<file path="src/core/rss_cfg.svh">
// Purpose: constants for the reset sequencer and supply monitor
// Assumes: cpu clock of 10 MHz
// Notes: timing counts in cpu cycles, except the watchdog output width, which is given in ns
`ifndef RSS_CFG_SVH
`define RSS_CFG_SVH
`define RSS_CLK_MHZ       10
`define RSS_DLY_SHORT     13'd256
`define RSS_DLY_LONG      13'd4096
`define RSS_FETCH_CYC     2'd2
`define RSS_WDG_OUT_NS    1000
`define RSS_WDG_OUT_CYC   (((`RSS_WDG_OUT_NS * `RSS_CLK_MHZ) + 999) / 1000)
`define RSS_VEC_ADDR      16'hfffe
`define RSS_BIT_WDG_CAUSE 0
`define RSS_BIT_LOW_CAUSE 4
`define RSS_BIT_AUX_FLAG  5
`define RSS_BIT_AUX_IE    6
`define RSS_SIC_RST       8'h00
`endif

</file>
<file path="src/core/rss_pkg.sv">
// Purpose: types for the reset sequencer
// Assumes: nothing
// Notes: one-hot state codes
package rss_pkg;
    typedef enum logic [3:0] {
        RSS_IDLE  = 4'b0001,
        RSS_ACT   = 4'b0010,
        RSS_DLY   = 4'b0100,
        RSS_FETCH = 4'b1000
    } rss_state_t;
    typedef logic [1:0] rss_lvl_t;
endpackage : rss_pkg

</file>
<file path="src/core/rss_seq.sv">
// Purpose: reset sequencer, low supply and auxiliary supply logic
// Assumes: analog comparators outside, hysteresis inside comparators
// Notes: reset pin is open drain; oe low means drive low
`timescale 1ns/100ps
`default_nettype none
`include "rss_cfg.svh"
module rss_seq (
    input  wire logic            clk,
    input  wire logic            rst,
    input  wire logic            rst_pin_in,
    output logic                 rst_pin_out,
    output logic                 rst_pin_oe_n,
    input  wire logic            pin_low_latch,
    output logic                 pin_latch_clr,
    input  wire logic            low_supply_cmp,
    input  wire logic            aux_supply_cmp,
    input  wire logic            watchdog_underflow,
    input  wire logic            opt_long_delay,
    input  wire logic            opt_low_supply_en,
    input  wire rss_pkg::rss_lvl_t opt_threshold_sel,
    output rss_pkg::rss_lvl_t    threshold_sel,
    output logic                 aux_supply_flag,
    input  wire logic            aux_irq_enable_wr,
    input  wire logic            aux_irq_enable_val,
    output logic                 aux_supply_irq_enable,
    input  wire logic            irq_ack,
    output logic                 aux_irq_req,
    input  wire logic            cause_wr,
    input  wire logic            low_cause_wdata,
    input  wire logic            wdg_cause_wdata,
    output logic                 low_supply_reset_cause,
    output logic                 watchdog_reset_cause,
    output logic                 cpu_reset,
    output logic                 vector_fetch,
    output logic [15:0]          vector_addr
);
    import rss_pkg::*;

    // reset image of the status byte, held as a constant so single bits can be picked
    localparam logic [7:0] SIC_RST = `RSS_SIC_RST;

    // ************************************************
    // input synchronisation
    // ************************************************
    logic pin_low_s;
    logic latch_s;
    logic low_s;
    logic aux_s;
    rss_sync #(.RST_VAL(1'b1)) u_pin (.clk(clk), .rst(rst), .d(~rst_pin_in), .q(pin_low_s));
    rss_sync #(.RST_VAL(1'b0)) u_lat (.clk(clk), .rst(rst), .d(pin_low_latch), .q(latch_s));
    rss_sync #(.RST_VAL(1'b1)) u_low (.clk(clk), .rst(rst), .d(low_supply_cmp), .q(low_s));
    rss_sync #(.RST_VAL(1'b0)) u_aux (.clk(clk), .rst(rst), .d(aux_supply_cmp), .q(aux_s));

    // ************************************************
    // reset sources
    // ************************************************
    logic low_act;
    logic wdg_act;
    logic ext_act;
    logic [7:0] wdg_cnt_ff;
    logic       drive_low;
    logic [2:0] drv_hist_ff;
    logic       own_drive;
    assign threshold_sel = opt_threshold_sel;
    assign low_act = opt_low_supply_en & low_s;

    // the pin reads back our own pull-down; ignore it while we drive and
    // for as long as the synchroniser still shows the released level as low
    always_ff @(posedge clk) begin
        if (rst) begin
            drv_hist_ff <= 3'b111;
        end else begin
            drv_hist_ff <= {drv_hist_ff[1:0], drive_low};
        end
    end
    assign own_drive = drive_low | (|drv_hist_ff);
    assign ext_act = (latch_s | pin_low_s) & ~own_drive;
    assign pin_latch_clr = latch_s | own_drive;

    always_ff @(posedge clk) begin
        if (rst) begin
            wdg_cnt_ff <= 8'h00;
        end else if (watchdog_underflow) begin
            wdg_cnt_ff <= 8'(`RSS_WDG_OUT_CYC);
        end else if (wdg_cnt_ff != 8'h00) begin
            wdg_cnt_ff <= wdg_cnt_ff - 8'h01;
        end
    end
    assign wdg_act = watchdog_underflow | (wdg_cnt_ff != 8'h00);
    logic any_src;
    assign any_src = low_act | wdg_act | ext_act;

    // ************************************************
    // sequencer
    // ************************************************
    rss_state_t state_ff;
    rss_state_t nxt_state;
    logic [12:0] dly_cnt_ff;
    logic [1:0]  fetch_cnt_ff;
    logic [12:0] dly_len;
    assign dly_len = opt_long_delay ? `RSS_DLY_LONG : `RSS_DLY_SHORT;

    always_comb begin
        nxt_state = state_ff;
        case (state_ff)
            RSS_IDLE:  if (any_src) nxt_state = RSS_ACT;
            RSS_ACT:   if (!any_src) nxt_state = RSS_DLY;
            RSS_DLY: begin
                if (any_src) begin
                    nxt_state = RSS_ACT;
                end else if (dly_cnt_ff == dly_len - 13'd1) begin
                    nxt_state = RSS_FETCH;
                end
            end
            RSS_FETCH: begin
                if (any_src) begin
                    nxt_state = RSS_ACT;
                end else if (fetch_cnt_ff == `RSS_FETCH_CYC - 2'd1) begin
                    nxt_state = RSS_IDLE;
                end
            end
            default:   nxt_state = RSS_ACT;
        endcase
    end

    always_ff @(posedge clk) begin
        if (rst) begin
            state_ff <= RSS_ACT;
        end else begin
            state_ff <= nxt_state;
        end
    end

    always_ff @(posedge clk) begin
        if (rst || state_ff != RSS_DLY || any_src) begin
            dly_cnt_ff <= 13'd0;
        end else begin
            dly_cnt_ff <= dly_cnt_ff + 13'd1;
        end
    end

    always_ff @(posedge clk) begin
        if (rst || state_ff != RSS_FETCH) begin
            fetch_cnt_ff <= 2'd0;
        end else begin
            fetch_cnt_ff <= fetch_cnt_ff + 2'd1;
        end
    end

    // ************************************************
    // pin and cpu outputs
    // ************************************************
    // the pin is also held low through the active phase so it never glitches high
    assign drive_low = (state_ff == RSS_ACT) | (state_ff == RSS_DLY)
                       | low_act | wdg_act;
    assign rst_pin_out = 1'b0;
    assign rst_pin_oe_n = ~drive_low;
    assign cpu_reset = (state_ff != RSS_IDLE);
    assign vector_fetch = (state_ff == RSS_FETCH);
    assign vector_addr = `RSS_VEC_ADDR + {15'd0, fetch_cnt_ff[0]};

    // ************************************************
    // reset cause flags
    // ************************************************
    always_ff @(posedge clk) begin
        if (rst) begin
            low_supply_reset_cause <= SIC_RST[`RSS_BIT_LOW_CAUSE];
        end else if (low_act) begin
            low_supply_reset_cause <= 1'b1;
        end else if (cause_wr && !low_cause_wdata) begin
            low_supply_reset_cause <= 1'b0;
        end
    end

    always_ff @(posedge clk) begin
        if (rst) begin
            watchdog_reset_cause <= SIC_RST[`RSS_BIT_WDG_CAUSE];
        end else if (low_act) begin
            watchdog_reset_cause <= 1'b0;
        end else if (wdg_act) begin
            watchdog_reset_cause <= 1'b1;
        end else if (cause_wr && !wdg_cause_wdata) begin
            watchdog_reset_cause <= 1'b0;
        end
    end

    // ************************************************
    // auxiliary supply detector
    // ************************************************
    logic aux_prev_ff;
    logic ie_rise;
    assign aux_supply_flag = opt_low_supply_en & aux_s;

    always_ff @(posedge clk) begin
        if (rst) begin
            aux_supply_irq_enable <= SIC_RST[`RSS_BIT_AUX_IE];
        end else if (cpu_reset) begin
            aux_supply_irq_enable <= 1'b0;
        end else if (aux_irq_enable_wr) begin
            aux_supply_irq_enable <= aux_irq_enable_val;
        end
    end

    // during reset the tracked flag follows silently so a fast rise is not reported
    always_ff @(posedge clk) begin
        if (rst) begin
            aux_prev_ff <= 1'b0;
        end else begin
            aux_prev_ff <= aux_supply_flag;
        end
    end

    assign ie_rise = aux_irq_enable_wr & aux_irq_enable_val & ~aux_supply_irq_enable
                     & aux_supply_flag & ~cpu_reset;

    always_ff @(posedge clk) begin
        if (rst || cpu_reset || !opt_low_supply_en) begin
            aux_irq_req <= 1'b0;
        end else if ((aux_supply_irq_enable && aux_supply_flag != aux_prev_ff) || ie_rise) begin
            aux_irq_req <= 1'b1;
        end else if (irq_ack) begin
            aux_irq_req <= 1'b0;
        end
    end

    // ************************************************
    // assertions
    // ************************************************
    a_delay_pin_low: assert property (@(posedge clk) disable iff (rst)
        state_ff == RSS_DLY |-> !rst_pin_oe_n)
        else $error("pin released during delay");
    a_fetch_two_cyc: assert property (@(posedge clk) disable iff (rst)
        $rose(vector_fetch) && !any_src ##1 !any_src |=> !vector_fetch)
        else $error("fetch length wrong");
    a_fetch_addr: assert property (@(posedge clk) disable iff (rst)
        $rose(vector_fetch) |-> vector_addr == 16'hfffe)
        else $error("wrong vector");
    a_order_phase: assert property (@(posedge clk) disable iff (rst)
        $rose(vector_fetch) |-> $past(state_ff) == RSS_DLY)
        else $error("fetch not after delay");
    a_short_delay: assert property (@(posedge clk) disable iff (rst)
        $rose(state_ff == RSS_DLY) && !opt_long_delay && !any_src
        ##1 (!any_src && !opt_long_delay) [*8] |-> state_ff == RSS_DLY)
        else $error("delay ended early");
    a_restart_dly: assert property (@(posedge clk) disable iff (rst)
        state_ff == RSS_DLY && any_src |=> dly_cnt_ff == 13'd0)
        else $error("delay not restarted");
    a_wdg_pulse: assert property (@(posedge clk) disable iff (rst)
        watchdog_underflow |=> !rst_pin_oe_n && watchdog_reset_cause || low_act)
        else $error("watchdog pulse missing");
    a_low_drive: assert property (@(posedge clk) disable iff (rst)
        low_act |-> !rst_pin_oe_n)
        else $error("low supply not driving pin");
    a_no_low_dis: assert property (@(posedge clk) disable iff (rst)
        !opt_low_supply_en |-> !low_act && !aux_supply_flag && !aux_irq_req)
        else $error("disabled detector active");
    a_aux_toggle: assert property (@(posedge clk) disable iff (rst)
        aux_supply_irq_enable && !cpu_reset && opt_low_supply_en
        && aux_supply_flag != aux_prev_ff |=> aux_irq_req)
        else $error("toggle without request");
    a_low_cause: assert property (@(posedge clk) disable iff (rst)
        low_act |=> low_supply_reset_cause && !watchdog_reset_cause)
        else $error("cause flags wrong");
    a_act_pin_low: assert property (@(posedge clk) disable iff (rst)
        state_ff == RSS_ACT |-> !rst_pin_oe_n)
        else $error("pin released in active phase");
    a_src_enters: assert property (@(posedge clk) disable iff (rst)
        state_ff == RSS_IDLE && any_src |=> state_ff == RSS_ACT)
        else $error("source did not start reset");
    a_long_delay: assert property (@(posedge clk) disable iff (rst)
        $rose(state_ff == RSS_DLY) && opt_long_delay && !any_src
        ##1 (!any_src && opt_long_delay) [*8] |-> state_ff == RSS_DLY)
        else $error("long delay ended early");
    a_fetch_second: assert property (@(posedge clk) disable iff (rst)
        vector_fetch && $past(vector_fetch) |-> vector_addr == 16'hffff)
        else $error("wrong second vector byte");
    a_idle_run: assert property (@(posedge clk) disable iff (rst)
        state_ff == RSS_IDLE |-> !cpu_reset && !vector_fetch)
        else $error("idle while in reset");
    a_wdg_width: assert property (@(posedge clk) disable iff (rst)
        wdg_cnt_ff != 8'h00 |-> !rst_pin_oe_n)
        else $error("watchdog pulse cut short");
    a_req_in_reset: assert property (@(posedge clk) disable iff (rst)
        cpu_reset |=> !aux_irq_req)
        else $error("request during reset");
    a_ack_clears: assert property (@(posedge clk) disable iff (rst)
        aux_irq_req && irq_ack && !ie_rise
        && !(aux_supply_irq_enable && aux_supply_flag != aux_prev_ff) |=> !aux_irq_req)
        else $error("ack did not clear request");
    a_ie_write: assert property (@(posedge clk) disable iff (rst)
        aux_irq_enable_wr && !cpu_reset |=> aux_supply_irq_enable == $past(aux_irq_enable_val))
        else $error("enable write lost");
    a_ie_req: assert property (@(posedge clk) disable iff (rst)
        ie_rise && opt_low_supply_en |=> aux_irq_req)
        else $error("enable with flag set gave no request");
    a_wdg_cause_clr: assert property (@(posedge clk) disable iff (rst)
        cause_wr && !wdg_cause_wdata && !low_act && !wdg_act |=> !watchdog_reset_cause)
        else $error("watchdog cause not cleared");
    a_low_cause_clr: assert property (@(posedge clk) disable iff (rst)
        cause_wr && !low_cause_wdata && !low_act |=> !low_supply_reset_cause)
        else $error("low supply cause not cleared");
    a_low_keeps: assert property (@(posedge clk) disable iff (rst)
        low_supply_reset_cause && !cause_wr |=> low_supply_reset_cause)
        else $error("low supply cause lost");

    c_ext_reset: cover property (@(posedge clk) $rose(ext_act) ##[1:300] $rose(vector_fetch));
    c_wdg_reset: cover property (@(posedge clk) watchdog_underflow ##[1:300] $rose(vector_fetch));
    c_aux_irq:   cover property (@(posedge clk) $rose(aux_irq_req));
    c_restart:   cover property (@(posedge clk) state_ff == RSS_DLY ##1 state_ff == RSS_ACT);
endmodule : rss_seq
`default_nettype wire

</file>
<file path="src/core/rss_sync.sv">
// Purpose: two flip-flop synchroniser
// Assumes: one clock
// Notes: reset value parameter
`timescale 1ns/100ps
`default_nettype none
module rss_sync #(
    parameter logic RST_VAL = 1'b0
) (
    input  wire logic clk,
    input  wire logic rst,
    input  wire logic d,
    output logic      q
);
    logic meta_ff;
    always_ff @(posedge clk) begin
        if (rst) begin
            meta_ff <= RST_VAL;
            q       <= RST_VAL;
        end else begin
            meta_ff <= d;
            q       <= meta_ff;
        end
    end
endmodule : rss_sync
`default_nettype wire

</file>
<file path="config.mk">
export PLATFORM = sky130hd
export DESIGN_NAME = rss_seq
export DESIGN_NICKNAME = d
export VERILOG_FILES = /design/src/core/rss_pkg.sv /design/src/core/rss_seq.sv /design/src/core/rss_sync.sv
export VERILOG_INCLUDE_DIRS = /design/src /design/src/core
export SDC_FILE = /design/constraint.sdc
export NUM_CORES = 1
export LEC_CHECK = 0
export CELL_PAD_IN_SITES_DETAIL_PLACEMENT = 1
export CELL_PAD_IN_SITES_GLOBAL_PLACEMENT = 1
export CORE_MARGIN = 2
export CORE_UTILIZATION = 41
export DETAILED_ROUTE_END_ITERATION = 10
export DONT_BUFFER_PORTS = 1
export PLACE_DENSITY_LB_ADDON = 0.05
export SLEW_MARGIN = 20
export SYNTH_ARGS = -nofsm -noshare
export SYNTH_HDL_FRONTEND = slang
export SYNTH_SLANG_ARGS = --single-unit
</file>
<file path="constraint.sdc">
create_clock -name clk -period 2.1 [get_ports clk]
set_clock_uncertainty 0.05 [all_clocks]
set_input_delay 0.42 -clock clk [delete_from_list [all_inputs] [get_ports clk]]
set_output_delay 0.42 -clock clk [all_outputs]
set_load 0.01 [all_outputs]
</file>
==> out/results.txt <==
Final ANT Viol Nets: 0
CTS max path bufs: 2
Sequential power share: 0.530
Cts hold-fix bufs: 0
Gr usage total: 0.165
Setup ws final: -0.110 ns
Worst-Skew Late Latency: 0.30 ns
Wire length after detailed routing: 3.99 mm
Clk pwr share: 0.319
Post-synthesis register bit count: 43
Crit path max fanout: 2
P_int: 1.20 mW
GRT overflow: 0
Outcome: complete, but fails checks
Critical path class: flip-flop to output port
Nets: 249
Hpwl dp: 3.01 mm
Most frequent cells in the layout: dfxtp_1 (40), nor2_1 (28), conb_1 (16)
Buffers on Ports: 0
Failing checks: setup timing
Fmax: 0.452 GHz
Post-layout minimum cycle time: 2.21 ns
RSZ-0062 raised after global routing: yes
Synth-to-layout area growth: 7.56%
Net load switching power: 0.465 mW
Met3 wire length: 182 µm
Drt via density: 5.04
Via total after detailed routing: 1427
Core Box Area: 0.00469 mm²
Final setup viols: 1
DRT Pass-1 Iters: 4
Total power: 1.66 mW
Seq/Total Area, Yosys: 0.437
First-pass GRT wire length: 6.68 mm
Avg Cell Area, Syn: 8.91 µm²
Sw Share: 0.280
Post-synthesis cell area: 0.00197 mm²
Largest net degree at the start of global routing: 27
GP Congestion: 0.852
Max-cap violations: 0
Die H: 73.3 µm
Data required, critical path: 1.63 ns
Final period util: 1.05
Root buf cell: clkbuf_8
Design area: 0.00212 mm²
Wire per inst: 14.1 µm
Fin. Hold Viols: 0
Row count: 25
PD cells: 785 mW/mm²
Ports: 45
Placed cell areas: 0.00199 mm²
Setup WS pre-CTS: 0.0593 ns
Hold slack: 0.125 ns
Cells along the critical path: nor4_4, nand3_2, nor2_4, o311ai_4, or3b_4
Worst Hold Class: input pin to flip-flop
Crit end category: output port
Slowest stage cell, crit path: or3b_4
Clk pin slew, worst setup/hold paths: 0.09 ns
Synthesis warning total: 0
Initial Util: 0.420
Peak supply drop: 0.333 mV
Final core utilization: 0.451
TritonCTS clock tree: done
M1 wire length: 1.72 mm
Slowest Stage Delay on Critical Path: 0.40 ns
DRC marker count from the first detailed-route iteration: 44
Vias in the first global route: 1470
Gate count of the mapped netlist: 221
Yosys cell types: 43
Die width: 73.3 µm
Residual DRC: 0
Pleak: 0.781 nW
Commonest non-fill, non-tap cell in the layout: dfxtp_1
Clock buffer count from CTS: 5
H-tree depth: 2
Clock sinks: 43
Fraction of layout cells with a size suffix above 1: 0.179
Met2 WL post-DR: 2.01 mm
Max Slew Vio Count: 0
Die Area: 0.00537 mm²
Comb power frac: 0.151
DR top layer: met4
Initial antenna violation count: 0
Worst Setup Start Kind: flip-flop
Diodes inserted: 0
Arr. time, crit path: 1.74 ns
[layout make-up]
cell class | instances | area [µm²]
Clock buffer | 5 | 68.8
Clock inverter | 3 | 20.0
Sequential cell | 43 | 865
Fill cell | 563 | 2570
Timing Repair Buffer | 10 | 75.1
Multi-Input combinational cell | 157 | 981
Tap cell | 54 | 67.6
Inverter | 11 | 41.3
[critical path, delay by kind of cell, from the launching register on]
kind	cells	cell delay, ns
flip-flops	1	0.34
AO/OA/AOI/OAI	1	0.10
AND/OR/NAND/NOR	4	0.99
[through the flow]
stage,TNS [ns],cells
finish,-0.110,283
global route,-0.240,283
CTS,-0.123,282
detailed placement,0,273
global placement,0,273
floorplan,0,235
[registers in the layout, summed over array words and instances (netlist names)]
signal	cells
u_pin.meta_ff	1
u_aux.meta_ff	1
u_lat.meta_ff	1
low_supply_reset_cause	1
aux_supply_irq_enable	1
u_pin.q	1
u_aux.q	1
u_low.meta_ff	1
u_lat.q	1
wdg_cnt_ff	8
aux_irq_req	1
u_low.q	1
fetch_cnt_ff	2
watchdog_reset_cause	1
drv_hist_ff	3
state_ff	4
aux_prev_ff	1
dly_cnt_ff	13
[power groups by stage]
stage               Sequential, mW  Combinational [mW]  Clock, mW
finish                       0.881               0.251      0.531
global route                 0.886               0.280      0.599
CTS                          0.882               0.240      0.554
detailed placement           0.899               0.224          0
global placement             0.897               0.220          0
floorplan                    0.895               0.202          0
[Yosys cell counts (all sizes together)]
master,count,share of area
or3b,1,0.0044
nand2,14,0.027
nor2b,4,0.013
o32ai,1,0.0044
nor4b,2,0.0089
nand4,2,0.0064
or2,8,0.025
o311ai,2,0.0089
a32oi,1,0.0044
or3,4,0.017
ha,4,0.025
nand3,5,0.013
dfxtp,43,0.44
conb,2,0.0038
nand2b,5,0.016
and2b,1,0.0038
mux2,1,0.0057
a21o,1,0.0038
nor3b,1,0.0038
and4,2,0.0095
nor2,29,0.055
nand3b,2,0.0076
a211oi,1,0.0038
inv,11,0.021
clkbuf,2,0.0038
or4,1,0.0038
o31a,1,0.0044
buf,22,0.088
a21oi,9,0.025
xor2,9,0.040
a221oi,1,0.0044
and3,1,0.0032
nor4,1,0.0064
or2b,1,0.0038
o21ai,5,0.013
nor3,9,0.023
xnor2,11,0.049
o32a,1,0.0051
[cell families (layout without fill, tap and decap cells)]
| family | Yosys count | after routing | share of synthesized area |
|---|---|---|---|
| AND/OR/NAND/NOR | 93 | 93 | 0.250 |
| flip-flops | 43 | 43 | 0.437 |
| buffers and inverters | 35 | 29 | 0.112 |
| AO/OA/AOI/OAI | 23 | 23 | 0.0769 |
| XOR/XNOR | 20 | 20 | 0.0889 |
| adder cells (fa/ha/maj) | 4 | 4 | 0.0254 |
| other | 2 | 16 | 0.00381 |
| multiplexers | 1 | 1 | 0.00572 |
[metal layers]
| metal | GRT usage | vias up |
|---|---|---|
| li1 | - | 710 |
| met1 | 0.178 | 682 |
| met2 | 0.289 | 27 |
| met3 | 0.0494 | 8 |
| met4 | 0.0848 | 0 |
| met5 | 0 | - |
[what timing repair did]
| action | CTS | global route |
|---|---|---|
| pin swaps | 1 | 1 |
| endpoints found under the setup margin | 2 | 3 |
| setup buffers | 1 | 1 |
| resized for setup | 4 | 5 |
[path summary, 6_finish.rpt]
check	slack [ns]	start	endpoint	depth (start not counted)
min	0.13	rst	u_lat.meta_ff	1
max reg2reg	0.08	dly_cnt_ff[9]	state_ff[0]	5
max	-0.11	wdg_cnt_ff[2]	pin_latch_clr	5
min reg2reg	0.36	u_low.meta_ff	u_low.q	1
(Power assumes the default switching activity.)
